[src/crm_pkg.sv]
// Package with constants, types and the state record of the reset and mode select block.
package crm_pkg;

   // ****************************************************************
   // Timing counts and widths
   // ****************************************************************
   localparam int STRETCH_CYCLES = 128;   // Internal reset hold after the input negates.
   localparam int ROUT_CYCLES = 512;      // Reset output pulse length.
   localparam int DATA_W = 32;
   localparam int STRENGTH_W = 3;         // One strength bit per driver group.
   localparam int SCNT_W = 8;
   localparam int RCNT_W = 10;
   localparam logic [SCNT_W-1:0] STRETCH_LOAD = SCNT_W'(STRETCH_CYCLES - 1);
   localparam logic [RCNT_W-1:0] ROUT_LOAD = RCNT_W'(ROUT_CYCLES);

   // ****************************************************************
   // Register map on the APB
   // ****************************************************************
   localparam int ADDR_W = 8;
   localparam logic [ADDR_W-1:0] CTRL_OFFSET = 8'h00;
   localparam logic [ADDR_W-1:0] STATUS_OFFSET = 8'h04;
   localparam int CTRL_RESET_INSTR_BIT = 0;
   localparam int STAT_IN_RESET_BIT = 0;
   localparam int STAT_ROUT_BIT = 1;
   localparam int STAT_MUX_BIT = 2;
   localparam int STAT_STROBE_BIT = 3;
   localparam int STAT_STRENGTH_LSB = 4;
   localparam int STAT_MI_BIT = 7;

   // ****************************************************************
   // Types
   // ****************************************************************
   typedef enum logic [6:0] {
      ST_HOLD = 7'h01,
      ST_DRAIN = 7'h02,
      ST_STRETCH = 7'h04,
      ST_WAITG = 7'h08,
      ST_IDLE = 7'h10,
      ST_C1 = 7'h20,
      ST_C2 = 7'h40
   } crm_state_type;

   // Three-state pin drive: level and active-low output enable.
   typedef struct packed {
      logic o;
      logic oe_n;
   } crm_pin_type;

   typedef struct packed {
      logic rst_meta;
      logic rst_sync;
      crm_state_type state;
      logic [SCNT_W-1:0] scnt;
      logic [RCNT_W-1:0] rcnt;
      logic rout_n;
      logic core_rst_n;
      logic mi_n;
      logic cyc_write;
      logic mux;
      logic strobe;
      logic [STRENGTH_W-1:0] strength;
      crm_pin_type bb;
      crm_pin_type transfer_in_progress_n;
      crm_pin_type ta;
      logic addr_oe_n;
      logic data_oe_n;
      logic cyc_done;
      logic [DATA_W-1:0] hold;
      logic [DATA_W-1:0] rdata;
      logic [DATA_W-1:0] prdata;
      logic pready;
      logic pslverr;
   } crm_regs_type;

endpackage

[src/crm_reset_mode.sv]
// Reset sequencer, reset-time mode selection and bus drive control with an APB register slave.
`timescale 1ns/100ps
module crm_reset_mode (
   input wire logic CLOCK,
   input wire logic RSTN,
   input wire logic PSEL,
   input wire logic PENABLE,
   input wire logic PWRITE,
   input wire logic [crm_pkg::ADDR_W-1:0] PADDR,
   input wire logic [crm_pkg::DATA_W-1:0] PWDATA,
   output logic [crm_pkg::DATA_W-1:0] PRDATA,
   output logic PREADY,
   output logic PSLVERR,
   input wire logic RESET_IN_N,
   input wire logic CACHE_DISABLE_N,
   input wire logic MMU_DISABLE_N,
   input wire logic [crm_pkg::STRENGTH_W-1:0] INTERRUPT_LEVEL_PINS,
   input wire logic DATA_LATCH_STROBE_N,
   input wire logic [crm_pkg::DATA_W-1:0] DATA_IN,
   input wire logic BUS_GRANT_N,
   input wire logic TRANSFER_ACK_N_I,
   input wire logic TRANSFER_ERROR_ACK_N,
   input wire logic CORE_CYCLE_REQ,
   input wire logic CORE_CYCLE_WRITE,
   input wire logic SNOOP_ACK_DRIVE,
   output logic CORE_RESET_N,
   output logic RESET_OUT_N,
   output logic MEMORY_INHIBIT_N,
   output logic BUS_BUSY_N_O,
   output logic BUS_BUSY_N_OE_N,
   output logic TRANSFER_IN_PROGRESS_N_O,
   output logic TRANSFER_IN_PROGRESS_N_OE_N,
   output logic TRANSFER_ACK_N_O,
   output logic TRANSFER_ACK_N_OE_N,
   output logic ADDR_OE_N,
   output logic DATA_OE_N,
   output logic CYCLE_DONE,
   output logic [crm_pkg::DATA_W-1:0] READ_DATA,
   output logic MUX_BUS_MODE,
   output logic STROBE_MODE,
   output logic [crm_pkg::STRENGTH_W-1:0] DRIVE_STRENGTH
);

   // ****************************************************************
   // Decoding helpers
   // ****************************************************************

   // Recognises a mapped register offset.
   function automatic logic addr_mapped(input logic [crm_pkg::ADDR_W-1:0] a);
      addr_mapped = (a == crm_pkg::CTRL_OFFSET) || (a == crm_pkg::STATUS_OFFSET);
   endfunction

   // True while a bus cycle of the device is running.
   function automatic logic in_cycle(input crm_pkg::crm_state_type s);
      in_cycle = (s == crm_pkg::ST_C1) || (s == crm_pkg::ST_C2);
   endfunction

   crm_pkg::crm_regs_type cur_ff;
   crm_pkg::crm_regs_type nxt_cur;
   logic [crm_pkg::DATA_W-1:0] latch_a;
   logic [crm_pkg::DATA_W-1:0] status_word;
   logic apb_write;

   // ****************************************************************
   // Read latch and status word
   // ****************************************************************

   // Latch A is open unless strobe mode is on and the strobe is asserted.
   always_comb begin
      if (cur_ff.strobe && !DATA_LATCH_STROBE_N) begin
         latch_a = cur_ff.hold;
      end else begin
         latch_a = DATA_IN;
      end
   end

   // Status word gathers the block's own state.
   always_comb begin
      status_word = '0;
      status_word[crm_pkg::STAT_IN_RESET_BIT] = !cur_ff.core_rst_n;
      status_word[crm_pkg::STAT_ROUT_BIT] = !cur_ff.rout_n;
      status_word[crm_pkg::STAT_MUX_BIT] = cur_ff.mux;
      status_word[crm_pkg::STAT_STROBE_BIT] = cur_ff.strobe;
      status_word[crm_pkg::STAT_STRENGTH_LSB +: crm_pkg::STRENGTH_W] = cur_ff.strength;
      status_word[crm_pkg::STAT_MI_BIT] = !cur_ff.mi_n;
   end

   // A write takes effect at the access edge where ready is high.
   assign apb_write = PSEL && PENABLE && PWRITE && cur_ff.pready && (PADDR == crm_pkg::CTRL_OFFSET);

   // ****************************************************************
   // Next-state logic
   // ****************************************************************

   // Reset sequence, bus cycle engine, reset output pulse and APB slave.
   always_comb begin
      nxt_cur = cur_ff;
      nxt_cur.rst_meta = RESET_IN_N;
      nxt_cur.rst_sync = cur_ff.rst_meta;
      nxt_cur.cyc_done = 1'b0;
      nxt_cur.hold = latch_a;
      nxt_cur.bb = '{o: 1'b1, oe_n: 1'b1};
      nxt_cur.transfer_in_progress_n = '{o: 1'b1, oe_n: 1'b1};
      nxt_cur.ta = '{o: 1'b1, oe_n: 1'b1};
      nxt_cur.addr_oe_n = 1'b1;
      nxt_cur.data_oe_n = 1'b1;
      if (!cur_ff.rst_sync) begin
         // Input reset wins over everything, including a reset output pulse.
         nxt_cur.core_rst_n = 1'b0;
         nxt_cur.mi_n = 1'b0;
         nxt_cur.rout_n = 1'b1;
         nxt_cur.rcnt = '0;
         if (in_cycle(cur_ff.state) || (!cur_ff.ta.oe_n && !cur_ff.ta.o)) begin
            // Negate driven strobes for one cycle before floating them.
            nxt_cur.state = crm_pkg::ST_DRAIN;
            nxt_cur.cyc_done = in_cycle(cur_ff.state);
            nxt_cur.bb.oe_n = !in_cycle(cur_ff.state);
            nxt_cur.transfer_in_progress_n.oe_n = !in_cycle(cur_ff.state);
            nxt_cur.ta.oe_n = cur_ff.ta.oe_n;
         end else begin
            nxt_cur.state = crm_pkg::ST_HOLD;
         end
      end else begin
         case (cur_ff.state)
            crm_pkg::ST_HOLD: begin
               // First edge with the input seen negated: take the modes.
               nxt_cur.state = crm_pkg::ST_STRETCH;
               nxt_cur.scnt = crm_pkg::STRETCH_LOAD;
               nxt_cur.mux = !CACHE_DISABLE_N;
               nxt_cur.strobe = !MMU_DISABLE_N;
               nxt_cur.strength = INTERRUPT_LEVEL_PINS;
            end
            crm_pkg::ST_DRAIN: begin
               nxt_cur.state = crm_pkg::ST_HOLD;
            end
            crm_pkg::ST_STRETCH: begin
               if (cur_ff.scnt == '0) begin
                  nxt_cur.state = crm_pkg::ST_WAITG;
                  nxt_cur.core_rst_n = 1'b1;
               end else begin
                  nxt_cur.scnt = cur_ff.scnt - 1'b1;
               end
            end
            crm_pkg::ST_WAITG: begin
               // Bus floats until granted; the first cycle is the vector read.
               if (!BUS_GRANT_N) begin
                  nxt_cur.state = crm_pkg::ST_C1;
                  nxt_cur.cyc_write = 1'b0;
                  nxt_cur.mi_n = 1'b1;
               end
            end
            crm_pkg::ST_IDLE: begin
               if (!BUS_GRANT_N && CORE_CYCLE_REQ) begin
                  nxt_cur.state = crm_pkg::ST_C1;
                  nxt_cur.cyc_write = CORE_CYCLE_WRITE;
               end
            end
            crm_pkg::ST_C1: begin
               nxt_cur.state = crm_pkg::ST_C2;
            end
            crm_pkg::ST_C2: begin
               // Only the acknowledge inputs end the cycle, never the strobe.
               if (!TRANSFER_ACK_N_I || !TRANSFER_ERROR_ACK_N) begin
                  nxt_cur.state = crm_pkg::ST_IDLE;
                  nxt_cur.cyc_done = 1'b1;
                  if (!cur_ff.cyc_write) begin
                     nxt_cur.rdata = latch_a;
                  end
               end
            end
            default: begin
               nxt_cur.state = crm_pkg::ST_HOLD;
            end
         endcase
         // Bus drive follows the state the engine moves to; the acknowledge drive follows the snoop request outside core reset.
         if (in_cycle(nxt_cur.state)) begin
            nxt_cur.bb = '{o: 1'b0, oe_n: 1'b0};
            nxt_cur.transfer_in_progress_n = '{o: 1'b0, oe_n: 1'b0};
         end
         if (nxt_cur.state == crm_pkg::ST_C1) begin
            nxt_cur.addr_oe_n = 1'b0;
         end
         if (nxt_cur.state == crm_pkg::ST_C2) begin
            nxt_cur.addr_oe_n = nxt_cur.mux;
            nxt_cur.data_oe_n = !nxt_cur.cyc_write;
         end
         if (cur_ff.core_rst_n && SNOOP_ACK_DRIVE) begin
            nxt_cur.ta = '{o: 1'b0, oe_n: 1'b0};
         end
         // Reset output pulse; internal state is left alone.
         if (apb_write && PWDATA[crm_pkg::CTRL_RESET_INSTR_BIT] && cur_ff.core_rst_n && cur_ff.rout_n) begin
            nxt_cur.rcnt = crm_pkg::ROUT_LOAD;
         end else if (cur_ff.rcnt != '0) begin
            nxt_cur.rcnt = cur_ff.rcnt - 1'b1;
         end
         nxt_cur.rout_n = (nxt_cur.rcnt == '0);
      end
      // APB slave: data prepared in setup, ready in the first access cycle.
      nxt_cur.pready = PSEL && !PENABLE;
      nxt_cur.pslverr = PSEL && !PENABLE && !addr_mapped(PADDR);
      nxt_cur.prdata = '0;
      if (PSEL && !PENABLE && !PWRITE && (PADDR == crm_pkg::STATUS_OFFSET)) begin
         nxt_cur.prdata = status_word;
      end
   end

   // ****************************************************************
   // State register
   // ****************************************************************

   // Synchronous reset puts the block into held reset with all pins floating.
   always_ff @(posedge CLOCK) begin
      if (!RSTN) begin
         cur_ff <= '{
            rst_meta: 1'b0, rst_sync: 1'b0, state: crm_pkg::ST_HOLD, scnt: '0, rcnt: '0,
            rout_n: 1'b1, core_rst_n: 1'b0, mi_n: 1'b0, cyc_write: 1'b0, mux: 1'b0,
            strobe: 1'b0, strength: '0, bb: '{o: 1'b1, oe_n: 1'b1}, transfer_in_progress_n: '{o: 1'b1, oe_n: 1'b1},
            ta: '{o: 1'b1, oe_n: 1'b1}, addr_oe_n: 1'b1, data_oe_n: 1'b1, cyc_done: 1'b0,
            hold: '0, rdata: '0, prdata: '0, pready: 1'b0, pslverr: 1'b0};
      end else begin
         cur_ff <= nxt_cur;
      end
   end

   // ****************************************************************
   // Outputs
   // ****************************************************************

   // Every output is a field of the state register.
   assign PRDATA = cur_ff.prdata;
   assign PREADY = cur_ff.pready;
   assign PSLVERR = cur_ff.pslverr;
   assign CORE_RESET_N = cur_ff.core_rst_n;
   assign RESET_OUT_N = cur_ff.rout_n;
   assign MEMORY_INHIBIT_N = cur_ff.mi_n;
   assign BUS_BUSY_N_O = cur_ff.bb.o;
   assign BUS_BUSY_N_OE_N = cur_ff.bb.oe_n;
   assign TRANSFER_IN_PROGRESS_N_O = cur_ff.transfer_in_progress_n.o;
   assign TRANSFER_IN_PROGRESS_N_OE_N = cur_ff.transfer_in_progress_n.oe_n;
   assign TRANSFER_ACK_N_O = cur_ff.ta.o;
   assign TRANSFER_ACK_N_OE_N = cur_ff.ta.oe_n;
   assign ADDR_OE_N = cur_ff.addr_oe_n;
   assign DATA_OE_N = cur_ff.data_oe_n;
   assign CYCLE_DONE = cur_ff.cyc_done;
   assign READ_DATA = cur_ff.rdata;
   assign MUX_BUS_MODE = cur_ff.mux;
   assign STROBE_MODE = cur_ff.strobe;
   assign DRIVE_STRENGTH = cur_ff.strength;
endmodule

[config.mk]
export PLATFORM = sky130hd
export DESIGN_NAME = crm_reset_mode
export DESIGN_NICKNAME = d
export VERILOG_FILES = /design/src/crm_pkg.sv /design/src/crm_reset_mode.sv
export SDC_FILE = /design/constraint.sdc
export NUM_CORES = 1
export LEC_CHECK = 0
export ABC_CLOCK_PERIOD_IN_PS = 2400
export BUFFER_PORTS_ARGS = -buffer_cell sky130_fd_sc_hd__buf_4
export CORE_UTILIZATION = 46
export CTS_CLUSTER_DIAMETER = 40
export CTS_CLUSTER_SIZE = 12
export DETAILED_ROUTE_END_ITERATION = 10
export GPL_TIMING_DRIVEN = 0
export PLACE_DENSITY_LB_ADDON = 0.08
export SLEW_MARGIN = 5
export SYNTH_ARGS = -nofsm -noshare
export SYNTH_HDL_FRONTEND = slang
export SYNTH_SLANG_ARGS = --single-unit
export TNS_END_PERCENT = 100
[constraint.sdc]
create_clock -name CLOCK -period 2.4 [get_ports CLOCK]
set_clock_uncertainty 0.2 [all_clocks]
set_input_delay 0.48 -clock CLOCK [delete_from_list [all_inputs] [get_ports CLOCK]]
set_output_delay 0.48 -clock CLOCK [all_outputs]
set_load 0.1 [all_outputs]
==> out/metrics.yaml <==
sta:
  finalMaxSlewViolations: 0
  setup_ws_ns: 0.100
  whs_ns: 0.0472
  max_freq_ghz: 0.435
  finalCritPeriodShare_pct: 95.8
  rsz0062_at_grt: "no"
  fin_setup_tns_ns: 0
  min_period_ns: 2.30
  setup_viol: 0
  finalHoldViolCount: 0
  slew_headroom_pct: 50.6
  worstMarginPinSlew_ns: 0.741
global_route:
  grt_pass1_vias: 3743
  antenna_found_initial: 0
  grtUsageMet2_pct: 31.8
  grt_usage_pct: 19.6
  overflow: 0
  use_met3_pct: 5.36
  grt_max_degree: 17
  grt_first_pass_wirelength_mm: 17.7
  grtUsageMet1_pct: 24.8
  gr-max-usage-layer: "met2"
finish:
  final_layout_size_suffix_gt1_share_pct: 34.1
  regArea_um2: 2340
  num_antenna_cells: 0
  fin_nets: 792
  layout_commonest_cell: "buf_4"
  mostFrequentLayoutCells: "187 x buf_4, 116 x dfxtp_1, 53 x nand2_1"
  fillCellCount: 950
  multi_input_area_um2: 2300
  area_growth_pct: 34.3
cts:
  h-tree-depth: 4
  cts_made_buffers: 17
  clk_latency_ns: 0.51
  cts_tree: "built"
  clkSinkCount: 117
  clock_path_buffers: 2
  cts.clk_slew.worst_paths_ns: 0.06
  postCtsSetupBuffers: 0
  ctsRootBufferMaster: "clkbuf_8"
yosys:
  synth_edf_count: 0
  ys_ff_latch: 117
  synth_ff_type: "dfxtp_1"
  syn-cell-area_um2: 5170
  ys_types: 52
  yosysSeqAreaShare_pct: 45.3
  syn_inst: 538
  async_reset_ff_share_pct: 0
  yosysWarnings: 0
  synth.avg_cell_area_um2: 9.62
power:
  p_leak_nw: 3.77
  ir_worst_vdd_v: 0.000451
  p_per_area_nw_per_um2: 708
  finalPower_w: 0.00492
floorplanning:
  coreArea_um2: 10900
  fp.dieH_um: 108
  dieWidth_um: 108
  num_rows: 38
  start_util_pct: 47.5
  dieArea_um2: 11700
  io_pins: 173
placement:
  pre_cts_slack_ns: -0.0982
  gp_congestion: 0.831
  port_buffers: 117
  hpwl_mm: 8.23
route:
  drtIter0Drc: 91
  drtAntennaViolNets: 0
  routed_wl_mm: 11.2
  vias_per_cell: 4.80
  dr.pass1.iters: 4
  detail_route.drc_violations: 0
  drt-wirelength-per-cell_um: 13.1
  vias: 4086
worst_setup_path:
  path_cells: "inv_2, ha_4, or4b_1, buf_4, o211a_1, a311oi_2, nor4bb_1, a41o_1"
  cpPeakStageDelay_ns: 0.43
  slowest_stage: "or4b_1"
  worst-path-buf-inv: 2
  cp.required_ns: 2.60
  cp-start-kind: "flop"
  path_class: "flop to flop"
  critPathTopFamily: "compound AO/OA/AOI/OAI gates"
  worstPathArrival_ns: 2.50
  crit_path_end_kind: "flop"
  critPathMaxFanout: 9
hold_path:
  hold_class: "primary input to flop"
flow_run:
  drv_cap: 0
status:
  status: "finished clean"
-- registers in the layout (all words and copies together), names as in the netlist, 3 cells and up --
| register | flops |
|---|---|
| PRDATA | 8 |
| READ_DATA | 32 |
| DRIVE_STRENGTH | 3 |
| cur_ff | 60 |
-- through the flow --
stage / std cells / area [µm²] / utilization (%)
6_report: 852 / 6950 / 63.8
5_1_grt: 852 / 6950 / 63.8
4_1_cts: 852 / 6920 / 63.6
3_5_place_dp: 818 / 6310 / 58.0
3_3_place_gp: 818 / 6310 / 58.0
2_1_floorplan: 561 / 5260 / -
-- area by class of cell --
class                           instances  area share (%)
Buffer                                 95            9.11
Clock buffer                           22            6.66
Clock inverter                          9            1.48
Inverter                                7           0.378
Multi-Input combinational cell        342            33.1
Sequential cell                       117            33.7
Tap cell                              140            2.52
Timing Repair Buffer                  120            13.1
-- cells by family (layout without fill, tap and decap cells) --
family | Yosys count | in the layout | synth area share, %
and+or+nand+nor | 189 | 189 | 19.8
DFF | 117 | 117 | 45.3
buffers and inverters | 102 | 253 | 12.6
AOI/OAI and AO/OA | 81 | 81 | 13.2
muxes | 36 | 36 | 6.96
xor gates and xnor gates | 10 | 10 | 1.69
adders and majority gates | 2 | 2 | 0.483
other | 1 | 24 | 0.0725
-- power by group --
| part | internal, W | switching, W | total (W) |
|---|---|---|---|
| Clock | 0.00154 | 0.000846 | 0.00239 |
| Combinational | 0.000180 | 0.000332 | 0.000512 |
| Sequential | 0.00199 | 0.0000239 | 0.00202 |
| Total | 0.00372 | 0.00120 | 0.00492 |
-- per-layer routing --
layer / share of wire [%] / vias up
met4: 1.6 / 0
li1: - / 2081
met3: 4.6 / 14
met5: 0 / -
met1: 45 / 1896
met2: 48 / 95
-- final timing paths --
check	startpoint	endpoint	slack [ns]	cells after the start
hold / removal	PSEL	PSLVERR	0.05	3
setup reg to reg	cur_ff[117]	RESET_OUT_N	0.10	8
hold reg to reg	cur_ff[142]	cur_ff[141]	0.23	1
setup / recovery	cur_ff[117]	RESET_OUT_N	0.10	8
-- worst register-to-register path: cells and delay by family (launching register included) --
kind,cells,cell delay (ns)
AOI/OAI and AO/OA,3,0.67
and+or+nand+nor,2,0.53
DFF,1,0.36
buffers and inverters,2,0.29
adders and majority gates,1,0.16
-- cell usage after synthesis, types with 2 or more instances --
cell / count / area (µm²)
a211oi_1: 6 / 45.0
a21boi_0: 3 / 22.5
a21oi_1: 11 / 55.1
a311oi_1: 2 / 17.5
and2_1: 9 / 56.3
and3_1: 2 / 12.5
buf_1: 5 / 18.8
buf_2: 8 / 40.0
buf_4: 69 / 518
clkbuf_1: 12 / 45.0
dfxtp_1: 117 / 2340
ha_1: 2 / 25.0
inv_1: 7 / 26.3
mux2i_1: 36 / 360
nand2_1: 53 / 199
nand2b_1: 7 / 43.8
nand3_1: 5 / 25.0
nand4_1: 3 / 18.8
nand4b_1: 3 / 26.3
nor2_1: 31 / 116
nor2b_1: 42 / 263
nor3_1: 8 / 40.0
nor3b_1: 3 / 22.5
nor4_1: 4 / 25.0
nor4b_1: 2 / 17.5
o211a_1: 37 / 370
o21a_1: 5 / 37.5
o21ai_0: 8 / 40.0
or3_1: 6 / 37.5
or4_1: 2 / 15.0
xnor2_1: 2 / 17.5
xor2_1: 8 / 70.1
-- repair_timing --
action,4_1_cts,5_1_grt
resized for setup,3,12
endpoints found under the hold margin,5,0
setup endpoints to repair,2,33
hold buffers,3,0
(Power assumes the default switching activity.)
